`src/verilog/dual_timer_pkg.sv`:
```
`default_nettype none
package dual_timer_pkg;
   // Register indices; byte address is four times the index
   localparam logic [15:0] IDX_MODE = 16'hff80;
   localparam logic [15:0] IDX_OUTCFG = 16'hff81;
   localparam logic [15:0] IDX_RUNRST = 16'hff82;
   localparam logic [15:0] IDX_RLD0_LO = 16'hff84;
   localparam logic [15:0] IDX_RLD0_HI = 16'hff85;
   localparam logic [15:0] IDX_RLD1_LO = 16'hff86;
   localparam logic [15:0] IDX_RLD1_HI = 16'hff87;
   localparam logic [15:0] IDX_CNT0_LO = 16'hff88;
   localparam logic [15:0] IDX_CNT0_HI = 16'hff89;
   localparam logic [15:0] IDX_CNT1_LO = 16'hff8a;
   localparam logic [15:0] IDX_CNT1_HI = 16'hff8b;
   localparam logic [15:0] IDX_CMP0_LO = 16'hff8c;
   localparam logic [15:0] IDX_CMP0_HI = 16'hff8d;
   localparam logic [15:0] IDX_CMP1_LO = 16'hff8e;
   localparam logic [15:0] IDX_CMP1_HI = 16'hff8f;

   // timer_mode_config fields
   localparam int MODE_WIDE_BIT = 3;
   localparam int MODE_EVENT_BIT = 2;
   localparam int MODE_FILTER_BIT = 1;
   localparam int MODE_POL_BIT = 0;
   // timer_output_config fields
   localparam int OUT_PWM1_BIT = 3;
   localparam int OUT_PWM0_BIT = 2;
   localparam int OUT_SRC_BIT = 1;
   localparam int OUT_ON_BIT = 0;
   // timer_run_reset_ctrl fields
   localparam int RUN_RST1_BIT = 3;
   localparam int RUN_RUN1_BIT = 2;
   localparam int RUN_RST0_BIT = 1;
   localparam int RUN_RUN0_BIT = 0;

   // Reset values
   localparam logic [3:0] NIB_RESET = 4'h0;
   localparam logic [7:0] BYTE_RESET = 8'h00;

   // Timing
   localparam int CLK_PERIOD_NS = 10;
   localparam int TICK_PERIOD_NS = 1000;
   localparam int TICK_CYCLES = TICK_PERIOD_NS / CLK_PERIOD_NS;
   localparam int FILTER_NS = 200;
   localparam int FILTER_CYCLES =
      (FILTER_NS + CLK_PERIOD_NS - 1) / CLK_PERIOD_NS;
endpackage
`default_nettype wire

```
`src/verilog/dual_timer_ctrl.sv`:
```
// Our own choice: the APB register port.
`timescale 1ns/1ns
`default_nettype none
module dual_timer_ctrl (
   // Clock and reset
   input wire logic pclk,
   input wire logic presetn,
   // APB slave
   input wire logic psel,
   input wire logic penable,
   input wire logic pwrite,
   input wire logic [31:0] paddr,
   input wire logic [31:0] pwdata,
   output logic [31:0] prdata,
   output logic pready,
   output logic pslverr,
   // Pins
   input wire logic event_in,
   output logic shared_timer_output
);

   ////////////////////////////////////////////////////////////////////////
   // Functions

   function automatic logic hits_idx(input logic [31:0] addr,
                                     input logic [15:0] idx);
      hits_idx = (addr[31:2] == {14'h0000, idx});
   endfunction

   function automatic logic [3:0] nibble(input logic [7:0] b,
                                         input logic hi);
      nibble = hi ? b[7:4] : b[3:0];
   endfunction

   function automatic logic [7:0] set_nibble(input logic [7:0] b,
                                             input logic hi,
                                             input logic [3:0] n);
      set_nibble = hi ? {n, b[3:0]} : {b[7:4], n};
   endfunction

   // Normal output toggles on underflow; PWM drops on underflow and
   // rises on compare match
   function automatic logic next_out(input logic cur, input logic pwm,
                                     input logic uf, input logic hit);
      if (uf) begin
         next_out = pwm ? 1'b0 : ~cur;
      end else if (pwm && hit) begin
         next_out = 1'b1;
      end else begin
         next_out = cur;
      end
   endfunction

   ////////////////////////////////////////////////////////////////////////
   // Declarations

   logic [3:0] mode_q;
   logic [3:0] outcfg_q;
   logic run0_q;
   logic run1_q;
   logic [7:0] rld0_q;
   logic [7:0] rld1_q;
   logic [7:0] cmp0_q;
   logic [7:0] cmp1_q;
   logic pready_q;
   logic pslverr_q;
   logic [31:0] prdata_q;
   logic [3:0] rd_d;
   logic mapped_d;
   logic access;
   logic wr_en;
   logic rst0_strobe;
   logic rst1_strobe;
   logic [6:0] tick_cnt_q;
   logic tick_en;
   logic ev_level;
   logic ev_prev_q;
   logic ev_rise;
   logic ev_fall;
   logic ev_edge;
   logic t0_tick;
   logic t1_tick;
   logic [7:0] cnt0;
   logic [7:0] cnt1;
   logic uf0;
   logic uf1;
   logic hit0;
   logic hit1;
   logic eq0;
   logic eq1;
   logic hit1_eff;
   logic t0_out_q;
   logic t1_out_q;
   logic shared_q;
   logic wide;

   assign wide = mode_q[dual_timer_pkg::MODE_WIDE_BIT];

   ////////////////////////////////////////////////////////////////////////
   // APB slave

   // Every access phase takes two cycles so read data leaves a flop
   assign access = psel & penable & ~pready_q;
   assign wr_en = psel & penable & pwrite & pready_q;

   always_ff @(posedge pclk or negedge presetn) begin
      if (!presetn) begin
         pready_q <= 1'b0;
         pslverr_q <= 1'b0;
         prdata_q <= 32'h00000000;
      end else begin
         pready_q <= access;
         pslverr_q <= access & ~mapped_d;
         if (access && !pwrite) begin
            prdata_q <= {28'h0000000, rd_d};
         end
      end
   end

   assign pready = pready_q;
   assign pslverr = pslverr_q;
   assign prdata = prdata_q;

   // Read mux; write-only reset bits read as zero
   always_comb begin
      rd_d = 4'h0;
      mapped_d = 1'b1;
      if (hits_idx(paddr, dual_timer_pkg::IDX_MODE)) begin
         rd_d = mode_q;
      end else if (hits_idx(paddr, dual_timer_pkg::IDX_OUTCFG)) begin
         rd_d = outcfg_q;
      end else if (hits_idx(paddr, dual_timer_pkg::IDX_RUNRST)) begin
         rd_d[dual_timer_pkg::RUN_RUN1_BIT] = run1_q;
         rd_d[dual_timer_pkg::RUN_RUN0_BIT] = run0_q;
      end else if (hits_idx(paddr, dual_timer_pkg::IDX_RLD0_LO)) begin
         rd_d = nibble(rld0_q, 1'b0);
      end else if (hits_idx(paddr, dual_timer_pkg::IDX_RLD0_HI)) begin
         rd_d = nibble(rld0_q, 1'b1);
      end else if (hits_idx(paddr, dual_timer_pkg::IDX_RLD1_LO)) begin
         rd_d = nibble(rld1_q, 1'b0);
      end else if (hits_idx(paddr, dual_timer_pkg::IDX_RLD1_HI)) begin
         rd_d = nibble(rld1_q, 1'b1);
      end else if (hits_idx(paddr, dual_timer_pkg::IDX_CNT0_LO)) begin
         rd_d = nibble(cnt0, 1'b0);
      end else if (hits_idx(paddr, dual_timer_pkg::IDX_CNT0_HI)) begin
         rd_d = nibble(cnt0, 1'b1);
      end else if (hits_idx(paddr, dual_timer_pkg::IDX_CNT1_LO)) begin
         rd_d = nibble(cnt1, 1'b0);
      end else if (hits_idx(paddr, dual_timer_pkg::IDX_CNT1_HI)) begin
         rd_d = nibble(cnt1, 1'b1);
      end else if (hits_idx(paddr, dual_timer_pkg::IDX_CMP0_LO)) begin
         rd_d = nibble(cmp0_q, 1'b0);
      end else if (hits_idx(paddr, dual_timer_pkg::IDX_CMP0_HI)) begin
         rd_d = nibble(cmp0_q, 1'b1);
      end else if (hits_idx(paddr, dual_timer_pkg::IDX_CMP1_LO)) begin
         rd_d = nibble(cmp1_q, 1'b0);
      end else if (hits_idx(paddr, dual_timer_pkg::IDX_CMP1_HI)) begin
         rd_d = nibble(cmp1_q, 1'b1);
      end else begin
         mapped_d = 1'b0;
      end
   end

   ////////////////////////////////////////////////////////////////////////
   // Configuration registers

   always_ff @(posedge pclk or negedge presetn) begin
      if (!presetn) begin
         mode_q <= dual_timer_pkg::NIB_RESET;
      end else if (wr_en && hits_idx(paddr, dual_timer_pkg::IDX_MODE)) begin
         mode_q <= pwdata[3:0];
      end
   end

   always_ff @(posedge pclk or negedge presetn) begin
      if (!presetn) begin
         outcfg_q <= dual_timer_pkg::NIB_RESET;
      end else if (wr_en &&
                   hits_idx(paddr, dual_timer_pkg::IDX_OUTCFG)) begin
         outcfg_q <= pwdata[3:0];
      end
   end

   always_ff @(posedge pclk or negedge presetn) begin
      if (!presetn) begin
         run0_q <= 1'b0;
         run1_q <= 1'b0;
      end else if (wr_en &&
                   hits_idx(paddr, dual_timer_pkg::IDX_RUNRST)) begin
         run0_q <= pwdata[dual_timer_pkg::RUN_RUN0_BIT];
         run1_q <= pwdata[dual_timer_pkg::RUN_RUN1_BIT];
      end
   end

   assign rst0_strobe = wr_en &
      hits_idx(paddr, dual_timer_pkg::IDX_RUNRST) &
      pwdata[dual_timer_pkg::RUN_RST0_BIT];
   assign rst1_strobe = wr_en &
      hits_idx(paddr, dual_timer_pkg::IDX_RUNRST) &
      pwdata[dual_timer_pkg::RUN_RST1_BIT];

   always_ff @(posedge pclk or negedge presetn) begin
      if (!presetn) begin
         rld0_q <= dual_timer_pkg::BYTE_RESET;
         rld1_q <= dual_timer_pkg::BYTE_RESET;
      end else if (wr_en) begin
         if (hits_idx(paddr, dual_timer_pkg::IDX_RLD0_LO)) begin
            rld0_q <= set_nibble(rld0_q, 1'b0, pwdata[3:0]);
         end
         if (hits_idx(paddr, dual_timer_pkg::IDX_RLD0_HI)) begin
            rld0_q <= set_nibble(rld0_q, 1'b1, pwdata[3:0]);
         end
         if (hits_idx(paddr, dual_timer_pkg::IDX_RLD1_LO)) begin
            rld1_q <= set_nibble(rld1_q, 1'b0, pwdata[3:0]);
         end
         if (hits_idx(paddr, dual_timer_pkg::IDX_RLD1_HI)) begin
            rld1_q <= set_nibble(rld1_q, 1'b1, pwdata[3:0]);
         end
      end
   end

   always_ff @(posedge pclk or negedge presetn) begin
      if (!presetn) begin
         cmp0_q <= dual_timer_pkg::BYTE_RESET;
         cmp1_q <= dual_timer_pkg::BYTE_RESET;
      end else if (wr_en) begin
         if (hits_idx(paddr, dual_timer_pkg::IDX_CMP0_LO)) begin
            cmp0_q <= set_nibble(cmp0_q, 1'b0, pwdata[3:0]);
         end
         if (hits_idx(paddr, dual_timer_pkg::IDX_CMP0_HI)) begin
            cmp0_q <= set_nibble(cmp0_q, 1'b1, pwdata[3:0]);
         end
         if (hits_idx(paddr, dual_timer_pkg::IDX_CMP1_LO)) begin
            cmp1_q <= set_nibble(cmp1_q, 1'b0, pwdata[3:0]);
         end
         if (hits_idx(paddr, dual_timer_pkg::IDX_CMP1_HI)) begin
            cmp1_q <= set_nibble(cmp1_q, 1'b1, pwdata[3:0]);
         end
      end
   end

   ////////////////////////////////////////////////////////////////////////
   // Count clocks

   always_ff @(posedge pclk or negedge presetn) begin
      if (!presetn) begin
         tick_cnt_q <= 7'h00;
      end else if (tick_en) begin
         tick_cnt_q <= 7'h00;
      end else begin
         tick_cnt_q <= tick_cnt_q + 7'h01;
      end
   end

   assign tick_en =
      (tick_cnt_q == 7'(dual_timer_pkg::TICK_CYCLES - 1));

   event_filter u_filter (
      .pclk(pclk),
      .presetn(presetn),
      .raw_in(event_in),
      .filter_on(mode_q[dual_timer_pkg::MODE_FILTER_BIT]),
      .level_out(ev_level)
   );

   always_ff @(posedge pclk or negedge presetn) begin
      if (!presetn) begin
         ev_prev_q <= 1'b0;
      end else begin
         ev_prev_q <= ev_level;
      end
   end

   assign ev_rise = ev_level & ~ev_prev_q;
   assign ev_fall = ~ev_level & ev_prev_q;
   assign ev_edge = mode_q[dual_timer_pkg::MODE_POL_BIT] ? ev_rise : ev_fall;
   assign t0_tick = mode_q[dual_timer_pkg::MODE_EVENT_BIT] ? ev_edge : tick_en;
   assign t1_tick = wide ? uf0 : tick_en;

   ////////////////////////////////////////////////////////////////////////
   // Timers

   down_counter8 u_timer0 (
      .pclk(pclk),
      .presetn(presetn),
      .run(run0_q),
      .tick(t0_tick),
      .reload_strobe(rst0_strobe),
      .reload_val(rld0_q),
      .compare_val(cmp0_q),
      .count(cnt0),
      .underflow(uf0),
      .hit(hit0),
      .equal(eq0)
   );

   down_counter8 u_timer1 (
      .pclk(pclk),
      .presetn(presetn),
      .run(run1_q),
      .tick(t1_tick),
      .reload_strobe(rst1_strobe),
      .reload_val(rld1_q),
      .compare_val(cmp1_q),
      .count(cnt1),
      .underflow(uf1),
      .hit(hit1),
      .equal(eq1)
   );

   // 16-bit match needs both bytes equal
   assign hit1_eff = wide ? (hit0 & eq1) : hit1;

   ////////////////////////////////////////////////////////////////////////
   // Outputs

   always_ff @(posedge pclk or negedge presetn) begin
      if (!presetn) begin
         t0_out_q <= 1'b0;
         t1_out_q <= 1'b0;
      end else begin
         t0_out_q <= next_out(t0_out_q,
            outcfg_q[dual_timer_pkg::OUT_PWM0_BIT], uf0, hit0);
         t1_out_q <= next_out(t1_out_q,
            outcfg_q[dual_timer_pkg::OUT_PWM1_BIT], uf1, hit1_eff);
      end
   end

   always_ff @(posedge pclk or negedge presetn) begin
      if (!presetn) begin
         shared_q <= 1'b0;
      end else if (!outcfg_q[dual_timer_pkg::OUT_ON_BIT]) begin
         shared_q <= 1'b0;
      end else begin
         shared_q <= outcfg_q[dual_timer_pkg::OUT_SRC_BIT] ?
            t1_out_q : t0_out_q;
      end
   end

   assign shared_timer_output = shared_q;

   ////////////////////////////////////////////////////////////////////////
   // Checks

   chk_reload_t0: assert property (
      @(posedge pclk) disable iff (!presetn)
      rst0_strobe |=> cnt0 == $past(rld0_q))
      else $error("timer 0 not reloaded by reset strobe");

   chk_reload_t1: assert property (
      @(posedge pclk) disable iff (!presetn)
      rst1_strobe |=> cnt1 == $past(rld1_q))
      else $error("timer 1 not reloaded by reset strobe");

   chk_hold_t0: assert property (
      @(posedge pclk) disable iff (!presetn)
      !run0_q && !rst0_strobe |=> $stable(cnt0))
      else $error("timer 0 moved while stopped");

   chk_hold_t1: assert property (
      @(posedge pclk) disable iff (!presetn)
      !run1_q && !rst1_strobe |=> $stable(cnt1))
      else $error("timer 1 moved while stopped");

   chk_output_off: assert property (
      @(posedge pclk) disable iff (!presetn)
      !outcfg_q[dual_timer_pkg::OUT_ON_BIT] |=> !shared_timer_output)
      else $error("shared output active while off");

   chk_output_route: assert property (
      @(posedge pclk) disable iff (!presetn)
      outcfg_q[dual_timer_pkg::OUT_ON_BIT] &&
      outcfg_q[dual_timer_pkg::OUT_SRC_BIT]
      |=> shared_timer_output == $past(t1_out_q))
      else $error("shared output not from timer 1");

   chk_chain_step: assert property (
      @(posedge pclk) disable iff (!presetn)
      wide && !uf0 && !rst1_strobe |=> $stable(cnt1))
      else $error("timer 1 stepped without timer 0 underflow");

   chk_event_step: assert property (
      @(posedge pclk) disable iff (!presetn)
      mode_q[dual_timer_pkg::MODE_EVENT_BIT] && !ev_edge && !rst0_strobe
      |=> $stable(cnt0))
      else $error("timer 0 stepped without an event edge");

   chk_underflow_reload: assert property (
      @(posedge pclk) disable iff (!presetn)
      uf0 |=> cnt0 == $past(rld0_q) && !t0_out_q ==
         $past(outcfg_q[dual_timer_pkg::OUT_PWM0_BIT] || t0_out_q))
      else $error("timer 0 underflow handled wrongly");

   chk_pwm_rise: assert property (
      @(posedge pclk) disable iff (!presetn)
      outcfg_q[dual_timer_pkg::OUT_PWM0_BIT] && hit0 && !uf0
      |=> t0_out_q)
      else $error("timer 0 PWM did not rise on match");

endmodule
`default_nettype wire

```
`src/verilog/event_filter.sv`:
```
`timescale 1ns/1ns
`default_nettype none
module event_filter (
   // Clock and reset
   input wire logic pclk,
   input wire logic presetn,
   // Event input and selection
   input wire logic raw_in,
   input wire logic filter_on,
   // Cleaned level
   output logic level_out
);
   logic stable_q;
   logic [4:0] cnt_q;

   ////////////////////////////////////////////////////////////////////////
   // noise rejection window
   // A glitch shorter than the window never reaches the stable level
   always_ff @(posedge pclk or negedge presetn) begin
      if (!presetn) begin
         stable_q <= 1'b0;
         cnt_q <= 5'h00;
      end else if (raw_in == stable_q) begin
         cnt_q <= 5'h00;
      end else if (cnt_q == 5'(dual_timer_pkg::FILTER_CYCLES - 1)) begin
         stable_q <= raw_in;
         cnt_q <= 5'h00;
      end else begin
         cnt_q <= cnt_q + 5'h01;
      end
   end

   assign level_out = filter_on ? stable_q : raw_in;
endmodule
`default_nettype wire

```
`src/verilog/down_counter8.sv`:
```
`timescale 1ns/1ns
`default_nettype none
module down_counter8 (
   // Clock and reset
   input wire logic pclk,
   input wire logic presetn,
   // Control
   input wire logic run,
   input wire logic tick,
   input wire logic reload_strobe,
   input wire logic [7:0] reload_val,
   input wire logic [7:0] compare_val,
   // State
   output logic [7:0] count,
   output logic underflow,
   output logic hit,
   output logic equal
);
   logic step;

   assign step = run & tick & ~reload_strobe;

   ////////////////////////////////////////////////////////////////////////
   // count down, reload on underflow
   always_ff @(posedge pclk or negedge presetn) begin
      if (!presetn) begin
         count <= dual_timer_pkg::BYTE_RESET;
      end else if (reload_strobe) begin
         count <= reload_val;
      end else if (step) begin
         count <= (count == 8'h00) ? reload_val : count - 8'h01;
      end
   end

   assign underflow = step & (count == 8'h00);
   assign equal = (count == compare_val);
   assign hit = step & equal;
endmodule
`default_nettype wire

```
`config.mk`:
```
export PLATFORM = sky130hd
export DESIGN_NAME = dual_timer_ctrl
export DESIGN_NICKNAME = d
export VERILOG_FILES = /design/src/verilog/dual_timer_pkg.sv /design/src/verilog/dual_timer_ctrl.sv /design/src/verilog/event_filter.sv /design/src/verilog/down_counter8.sv
export SDC_FILE = /design/constraint.sdc
export NUM_CORES = 1
export LEC_CHECK = 0
export ABC_AREA = 1
export ABC_CLOCK_PERIOD_IN_PS = 2600
export BUFFER_PORTS_ARGS = -buffer_cell sky130_fd_sc_hd__buf_4
export CAP_MARGIN = 40
export CORE_MARGIN = 2
export CORE_UTILIZATION = 41
export CTS_BUF_LIST = sky130_fd_sc_hd__clkbuf_8
export CTS_CLUSTER_DIAMETER = 200
export DETAILED_ROUTE_END_ITERATION = 6
export HOLD_SLACK_MARGIN = 0.05
export PLACE_DENSITY_LB_ADDON = 0.12
export SLEW_MARGIN = 40
export SYNTH_ARGS = -nofsm -noshare
export SYNTH_HDL_FRONTEND = slang
export SYNTH_HIERARCHICAL = 1
export SYNTH_SLANG_ARGS = --single-unit
```
`constraint.sdc`:
```
create_clock -name pclk -period 2.6 [get_ports pclk]
set_input_delay 0.13 -clock pclk [delete_from_list [all_inputs] [get_ports pclk]]
set_output_delay 0.13 -clock pclk [all_outputs]
set_load 0.05 [all_outputs]
```
# Yosys cells after proc, flatten, opt, wreduce, memory -nomap -nowiden
# Cells that the tools add are included.
dict set report op_classes {
  reduce_logical 22
  add_sub_neg 4
  n_eq_ne 20
  n_bitwise 32
  mux 63
}
# cell count
set ops {}
lappend ops {{$eq 30x16->1 const B} 15}
lappend ops {{$mux 8} 10}
lappend ops {{$mux 4} 18}
lappend ops {{$mux 1} 32}
lappend ops {{$and 1x1->1} 19}
lappend ops {{$eq 8x8->1} 2}
lappend ops {{$logic_not 8->1} 2}
lappend ops {{$sub 8x1->8 const B} 2}
lappend ops {{$not 1->1} 13}
lappend ops {{$reduce_and 3->1} 4}
lappend ops {{$mux 5} 2}
lappend ops {{$reduce_and 2->1} 5}
lappend ops {{$reduce_bool 2->1} 4}
lappend ops {{$add 7x1->7 const B} 1}
lappend ops {{$eq 7x7->1 const B} 1}
lappend ops {{$mux 7} 1}
lappend ops {{$logic_and 1x1->1} 6}
lappend ops {{$add 5x1->5 const B} 1}
lappend ops {{$eq 5x5->1 const B} 1}
lappend ops {{$eq 1x1->1} 1}
lappend ops {{$logic_not 1->1} 1}
dict set report totals {
  register_bits 81
  output_inout_bits 35
  inputBits 70
  elab_cells 165
}

# Logic depth before layout (Yosys ltp)
dict set report depth {
  depth_word 18
  mapped_depth 21
  depth_no_buf 21
}

# Modules after synthesis
# The synthesis kept the hierarchy.
# mod cells_each instances area_per_inst_um2 seq_area_each_um2
set modules_own_cells {}
lappend modules_own_cells {dual_timer_ctrl 550 1 3797.4 1476.4}
lappend modules_own_cells {down_counter8 109 2 733.2 200.2}
lappend modules_own_cells {event_filter 36 1 297.8 150.1}

# Worst setup path before layout
# Ideal clock, no wire load.
dict set report synth_path {
  kind {reg2reg}
  startpoint {reg pready_q (netlist: pready)}
  endpoint {reg t1_out_q}
  path_buffers 0
  setup_time_ns 0.124
  synth_period_minus_slack_ns 2.634
  slack_ns -0.034
  t_arrival_ns 2.510
  path_stages_with_launch 17
  required_time_ns 2.476
  cell_sequence {dfrtp_1 nand4_1 clkinv_1 nand4_1 nor2_1 inv_1 nand2_1 nor3_1 nand2_1 o21ai_0 nand2_1 inv_1 nand2_1 nor3_1 o21ai_0 a21oi_1 o31a_1}
}
dict set report synth_between {
  elab_chain_len 13
  elab_cells_between_ends 19
  classes_between {mux: 3; bitwise: 14; reduce/logical: 2}
}
# item line
set synth_rtl {}
lappend synth_rtl {{from (decl)} dual_timer_ctrl.sv:65} ;# logic pready_q;
lappend synth_rtl {{from (signal assigned)} dual_timer_ctrl.sv:112} ;# pready_q <= access;
lappend synth_rtl {{$and 1x1->1} dual_timer_ctrl.sv:104} ;# assign wr_en = psel & penable & pwrite & pready_q;
lappend synth_rtl {{$and 1x1->1} dual_timer_ctrl.sv:195} ;# assign rst0_strobe = wr_en &
lappend synth_rtl {{$and 1x1->1} dual_timer_ctrl.sv:196} ;# hits_idx(paddr, dual_timer_pkg::IDX_RUNRST) &
lappend synth_rtl {{named net rst0_strobe} dual_timer_ctrl.sv:72} ;# logic rst0_strobe;
lappend synth_rtl {{$not 1->1} down_counter8.sv:21} ;# assign step = run & tick & ~reload_strobe;
lappend synth_rtl {{$and 1x1->1} down_counter8.sv:21}
lappend synth_rtl {{$and 1x1->1} down_counter8.sv:35} ;# assign underflow = step & (count == 8'h00);
lappend synth_rtl {{named net uf0} dual_timer_ctrl.sv:85} ;# logic uf0;
lappend synth_rtl {{$mux 1} dual_timer_ctrl.sv:278} ;# assign t1_tick = wide ? uf0 : tick_en;
lappend synth_rtl {{named net t1_tick} dual_timer_ctrl.sv:82} ;# logic t1_tick;
lappend synth_rtl {{$and 1x1->1 (2 in series)} down_counter8.sv:21}
lappend synth_rtl {{$and 1x1->1} down_counter8.sv:37} ;# assign hit = step & equal;
lappend synth_rtl {{named net hit1} dual_timer_ctrl.sv:88} ;# logic hit1;
lappend synth_rtl {{$mux 1} dual_timer_ctrl.sv:312} ;# assign hit1_eff = wide ? (hit0 & eq1) : hit1;
lappend synth_rtl {{$logic_and 1x1->1} dual_timer_ctrl.sv:47} ;# end else if (pwm && hit) begin
lappend synth_rtl {{$reduce_bool 2->1 (no line)} -}
lappend synth_rtl {{to (signal assigned)} dual_timer_ctrl.sv:324} ;# t1_out_q <= next_out(t1_out_q,
lappend synth_rtl {{to (decl)} dual_timer_ctrl.sv:93} ;# logic t1_out_q;
# The timed path passes the listed nets, and every way through them passes these cells.
# A chain may end at the register's enable or synchronous reset.

# Final worst setup path
dict set report layout_path {
  startpoint {reg tick_cnt_q[0]}
  endpoint {reg t1_out_q}
}
dict set report layout_between {
  elab_chain_len 12
  elab_cells_between_ends 16
  classes_between {eq/ne: 1; mux: 4; bitwise: 9; reduce/logical: 2}
}
# item line
set layout_rtl {}
lappend layout_rtl {{from (decl)} dual_timer_ctrl.sv:74} ;# logic [6:0] tick_cnt_q;
lappend layout_rtl {{from (signal assigned)} dual_timer_ctrl.sv:251} ;# tick_cnt_q <= tick_cnt_q + 7'h01;
lappend layout_rtl {{$eq 7x7->1} dual_timer_ctrl.sv:256} ;# (tick_cnt_q == 7'(dual_timer_pkg::TICK_CYCLES - 1));
lappend layout_rtl {{$mux 1} dual_timer_ctrl.sv:277} ;# assign t0_tick = mode_q[dual_timer_pkg::MODE_EVENT_BIT] ? ev_edge : tick_en;
lappend layout_rtl {{named net t0_tick} dual_timer_ctrl.sv:81} ;# logic t0_tick;
lappend layout_rtl {{$and 1x1->1 (2 in series)} down_counter8.sv:21}
lappend layout_rtl {{$and 1x1->1} down_counter8.sv:35}
lappend layout_rtl {{named net uf0} dual_timer_ctrl.sv:85}
lappend layout_rtl {{$mux 1} dual_timer_ctrl.sv:278}
lappend layout_rtl {{named net t1_tick} dual_timer_ctrl.sv:82}
lappend layout_rtl {{$and 1x1->1 (2 in series)} down_counter8.sv:21}
lappend layout_rtl {{$and 1x1->1} down_counter8.sv:37}
lappend layout_rtl {{named net hit1} dual_timer_ctrl.sv:88}
lappend layout_rtl {{$mux 1} dual_timer_ctrl.sv:312}
lappend layout_rtl {{$logic_and 1x1->1} dual_timer_ctrl.sv:47}
lappend layout_rtl {{$reduce_bool 2->1 (no line)} -}
# The timed path passes the listed nets, and every way through them passes these cells.

==> results.py <==
metrics = {
    "grt": {
        "grt_max_degree": 57,
        "grt_use_met3_pct": 2.925,
        "grt_pass1_vias": 5005,
        "met2_usage_pct": 34.25,
        "gr-usage-met1_pct": 33.40,
        "track_usage_pct": 22.75,
        "grt_busiest_layer": "met2",
        "grt_pass1_wl_mm": 25.48,
        "antenna_found_initial": 0,
        "gr-total-overflow": 0,
    },
    "flow_run": {
        "drv_cap": 0,
    },
    "synth": {
        "avgSynthCellArea_um2": 6.921,
        "netlist_instances": 803,
        "netlist_area_mm2": 0.005558,
        "yosysWarnings": 6,
    },
    "floorplan": {
        "die_x_um": 120.4,
        "ioPinCount": 105,
        "num_rows": 42,
        "initial_utilization_pct": 41.97,
        "coreArea_mm2": 0.01324,
        "die_area_mm2": 0.01450,
        "die_y_um": 120.4,
    },
    "power": {
        "ir_drop_uv": 246.4,
        "p_comb_share_pct": 9.9,
        "p_sw_uw": 687.1,
        "sw_frac_of_total_pct": 26.64,
        "powerDensity_mw_per_mm2": 396.7,
        "pwr-share-clk_pct": 40.9,
        "leakage_nw": 3.251,
        "p_seq_share_pct": 49.2,
        "internal_power_mw": 1.892,
    },
    "route": {
        "vias": 5327,
        "post-route-drc-count": 0,
        "routed_wl_mm": 15.52,
        "avgRoutedWirePerCell_um": 14.65,
        "detail-route-antenna-nets": 0,
        "drt-initial-drc-count": 457,
        "vias_per_cell": 5.025,
        "drtPass1Iterations": 5,
    },
    "critical_path": {
        "cpMaxStageDelayCell": "dfrtp_1",
        "cp_cell_sequence": "ha_2 -> inv_2 -> nor2_2 -> inv_2 -> nor4_4 -> inv_1 -> o22ai_2 -> nand2_1 -> inv_2 -> nand2_4 -> nor3_4 -> nand2_1 -> o21ai_1 -> nand2_1 -> inv_2 -> nand2_2 -> nor3_2 -> o21ai_1 -> a21oi_1 -> o31a_1",
        "r2r_cells": 20,
        "startpoint_type": "register",
        "r2r_end": "t1_out_q",
        "criticalPathCategory": "register to register",
        "cp-endpoint": "t1_out_q",
        "critPathMostFrequentCell": "inv_2",
        "critPathLaunch": "tick_cnt_q[0]",
        "worst-endpoint-required_ps": 2920,
        "max_stage_delay_ps": 370,
        "ff2ff_setup_slack_ps": 130,
        "r2r-start": "tick_cnt_q[0]",
        "crit_arrival_ps": 2800,
        "end_kind": "register",
        "crit_fanout": 3,
    },
    "placement": {
        "dp_hpwl_mm": 11.76,
        "gp_congestion": 0.9132,
        "dpl_worst_slack_ps": -23.18,
        "numPortBuffers": 46,
    },
    "sta": {
        "maxSlewViolCount": 0,
        "setup_slack_ps": 126.4,
        "setup_violations": 0,
        "grt_setup_unrepaired": "true",
        "period_share_pct": 95.14,
        "clock-skew-final_ps": 18.27,
        "tightest_slew_ps": 554.6,
        "fmax_mhz": 404.3,
        "layout_min_cycle_time_ps": 2474,
        "relSlewSlack_pct": 62.99,
        "hold_viol": 0,
    },
    "layout": {
        "synthToLayoutAreaGrowth_pct": 17.00,
        "post-route-util_pct": 49.10,
        "fin_nets": 955,
        "diodes": 0,
        "layout-drive-gt1-share_pct": 17.08,
    },
    "cts": {
        "ctsLongestPathBuffers": 2,
        "htree_levels": 3,
        "path_clk_slew_ps": 90,
        "cts_sinks": 81,
        "clock_latency_ps": 390,
        "cts_tree": "yes",
        "clock-root-buffer": "clkbuf_8",
        "cts-buffers-inserted": 9,
    },
    "outcome": {
        "status": "complete, no violations",
    },
    "min_path": {
        "hold_path.class": "input pin to async pin",
    },
}
state kept, by name, summed over array words and instances, names as in the netlist, 4 cells and up:
register        count
prdata              4
u_filter/cnt_q      5
cmp0_q              8
outcfg_q            4
rld0_q              8
tick_cnt_q          7
mode_q              4
cmp1_q              8
u_timer1/count      8
u_timer0/count      8
rld1_q              8
cell usage in the layout, fill, tap and decap left out, types with 5 or more instances in the layout:
| cell type | instances |
|---|---|
| a21oi_1 | 9 |
| buf_4 | 69 |
| clkbuf_8 | 10 |
| conb_1 | 28 |
| dfrtp_1 | 80 |
| dlygate4sd3_1 | 5 |
| ha_1 | 5 |
| inv_1 | 95 |
| inv_2 | 14 |
| nand2_1 | 240 |
| nand2_2 | 8 |
| nand3_1 | 46 |
| nand3_2 | 5 |
| nand4_1 | 20 |
| nor2_1 | 84 |
| nor2_2 | 7 |
| nor2_4 | 14 |
| nor3_1 | 16 |
| o21ai_0 | 55 |
| o21ai_1 | 12 |
| xnor2_1 | 9 |
| xor2_1 | 13 |
timing repair:
action / in CTS / in global routing
pin swaps: 0 / 11
hold buffers: 5 / 0
resized for setup: 1 / 20
hold endpoints to repair: 28 / 0
buffers inserted: 0 / 6
endpoints found under the setup margin: 1 / 7
stage by stage:
step           total power, mW  instance area (µm²)  setup TNS, ps  hold WS (ps)  cells
2_1_floorplan            1.473                 5667              0        -165.6    830
3_3_place_gp             1.543                 6118              0         75.39   1033
3_5_place_dp             1.545                 6118         -23.18         79.79   1033
4_1_cts                  2.602                 6395              0         202.9   1054
5_1_grt                  2.676                 6502         -288.2         258.6   1060
6_report                 2.580                 6502              0         200.3   1060
per-layer routing:
metal	up-vias	wire length, µm	part of all wire (%)
met2	147	6894	44
met4	0	284	1.8
met3	17	799	5.1
met5	-	0	0
li1	2635	-	-
met1	2528	7546	49
critical path: cells and delay by family, from the launching register on:
kind                       cells  cell delay (ps)
AOI/OAI and AO/OA              5              540
DFF                            1              370
adders and majority gates      1              180
and+or+nand+nor                9              960
buffers and inverters          5              370
power by group through the flow:
stage	Combinational (mW)	Sequential (mW)	Clock, mW
finish	0.255	1.27	1.05
global placement	0.248	1.29	0
floorplan	0.173	1.30	0
detailed placement	0.250	1.30	0
CTS	0.257	1.27	1.08
global route	0.280	1.27	1.12
final cells by class:
class                   instances  area, µm²
fillers                      1360       6740
multi-input cells             603       3028
flip-flops and latches         81       2028
repair buffers                 76      599.3
inverters                     108      405.4
well taps                     176      220.2
clock buffers                  10      137.6
clock inverters                 6      83.83
worst min-delay path by stage:
stage | end | start | cells after the start
6_report | outcfg_q[0] | presetn | 2
5_1_grt | outcfg_q[0] | presetn | 2
4_1_cts | outcfg_q[0] | presetn | 2
3_5_place_dp | rld1_q[7] | presetn | 1
3_3_place_gp | u_timer1/count[4] | presetn | 1
2_1_floorplan | cmp0_q[0] | presetn | 0
Power figures use the tool's default switching activity.
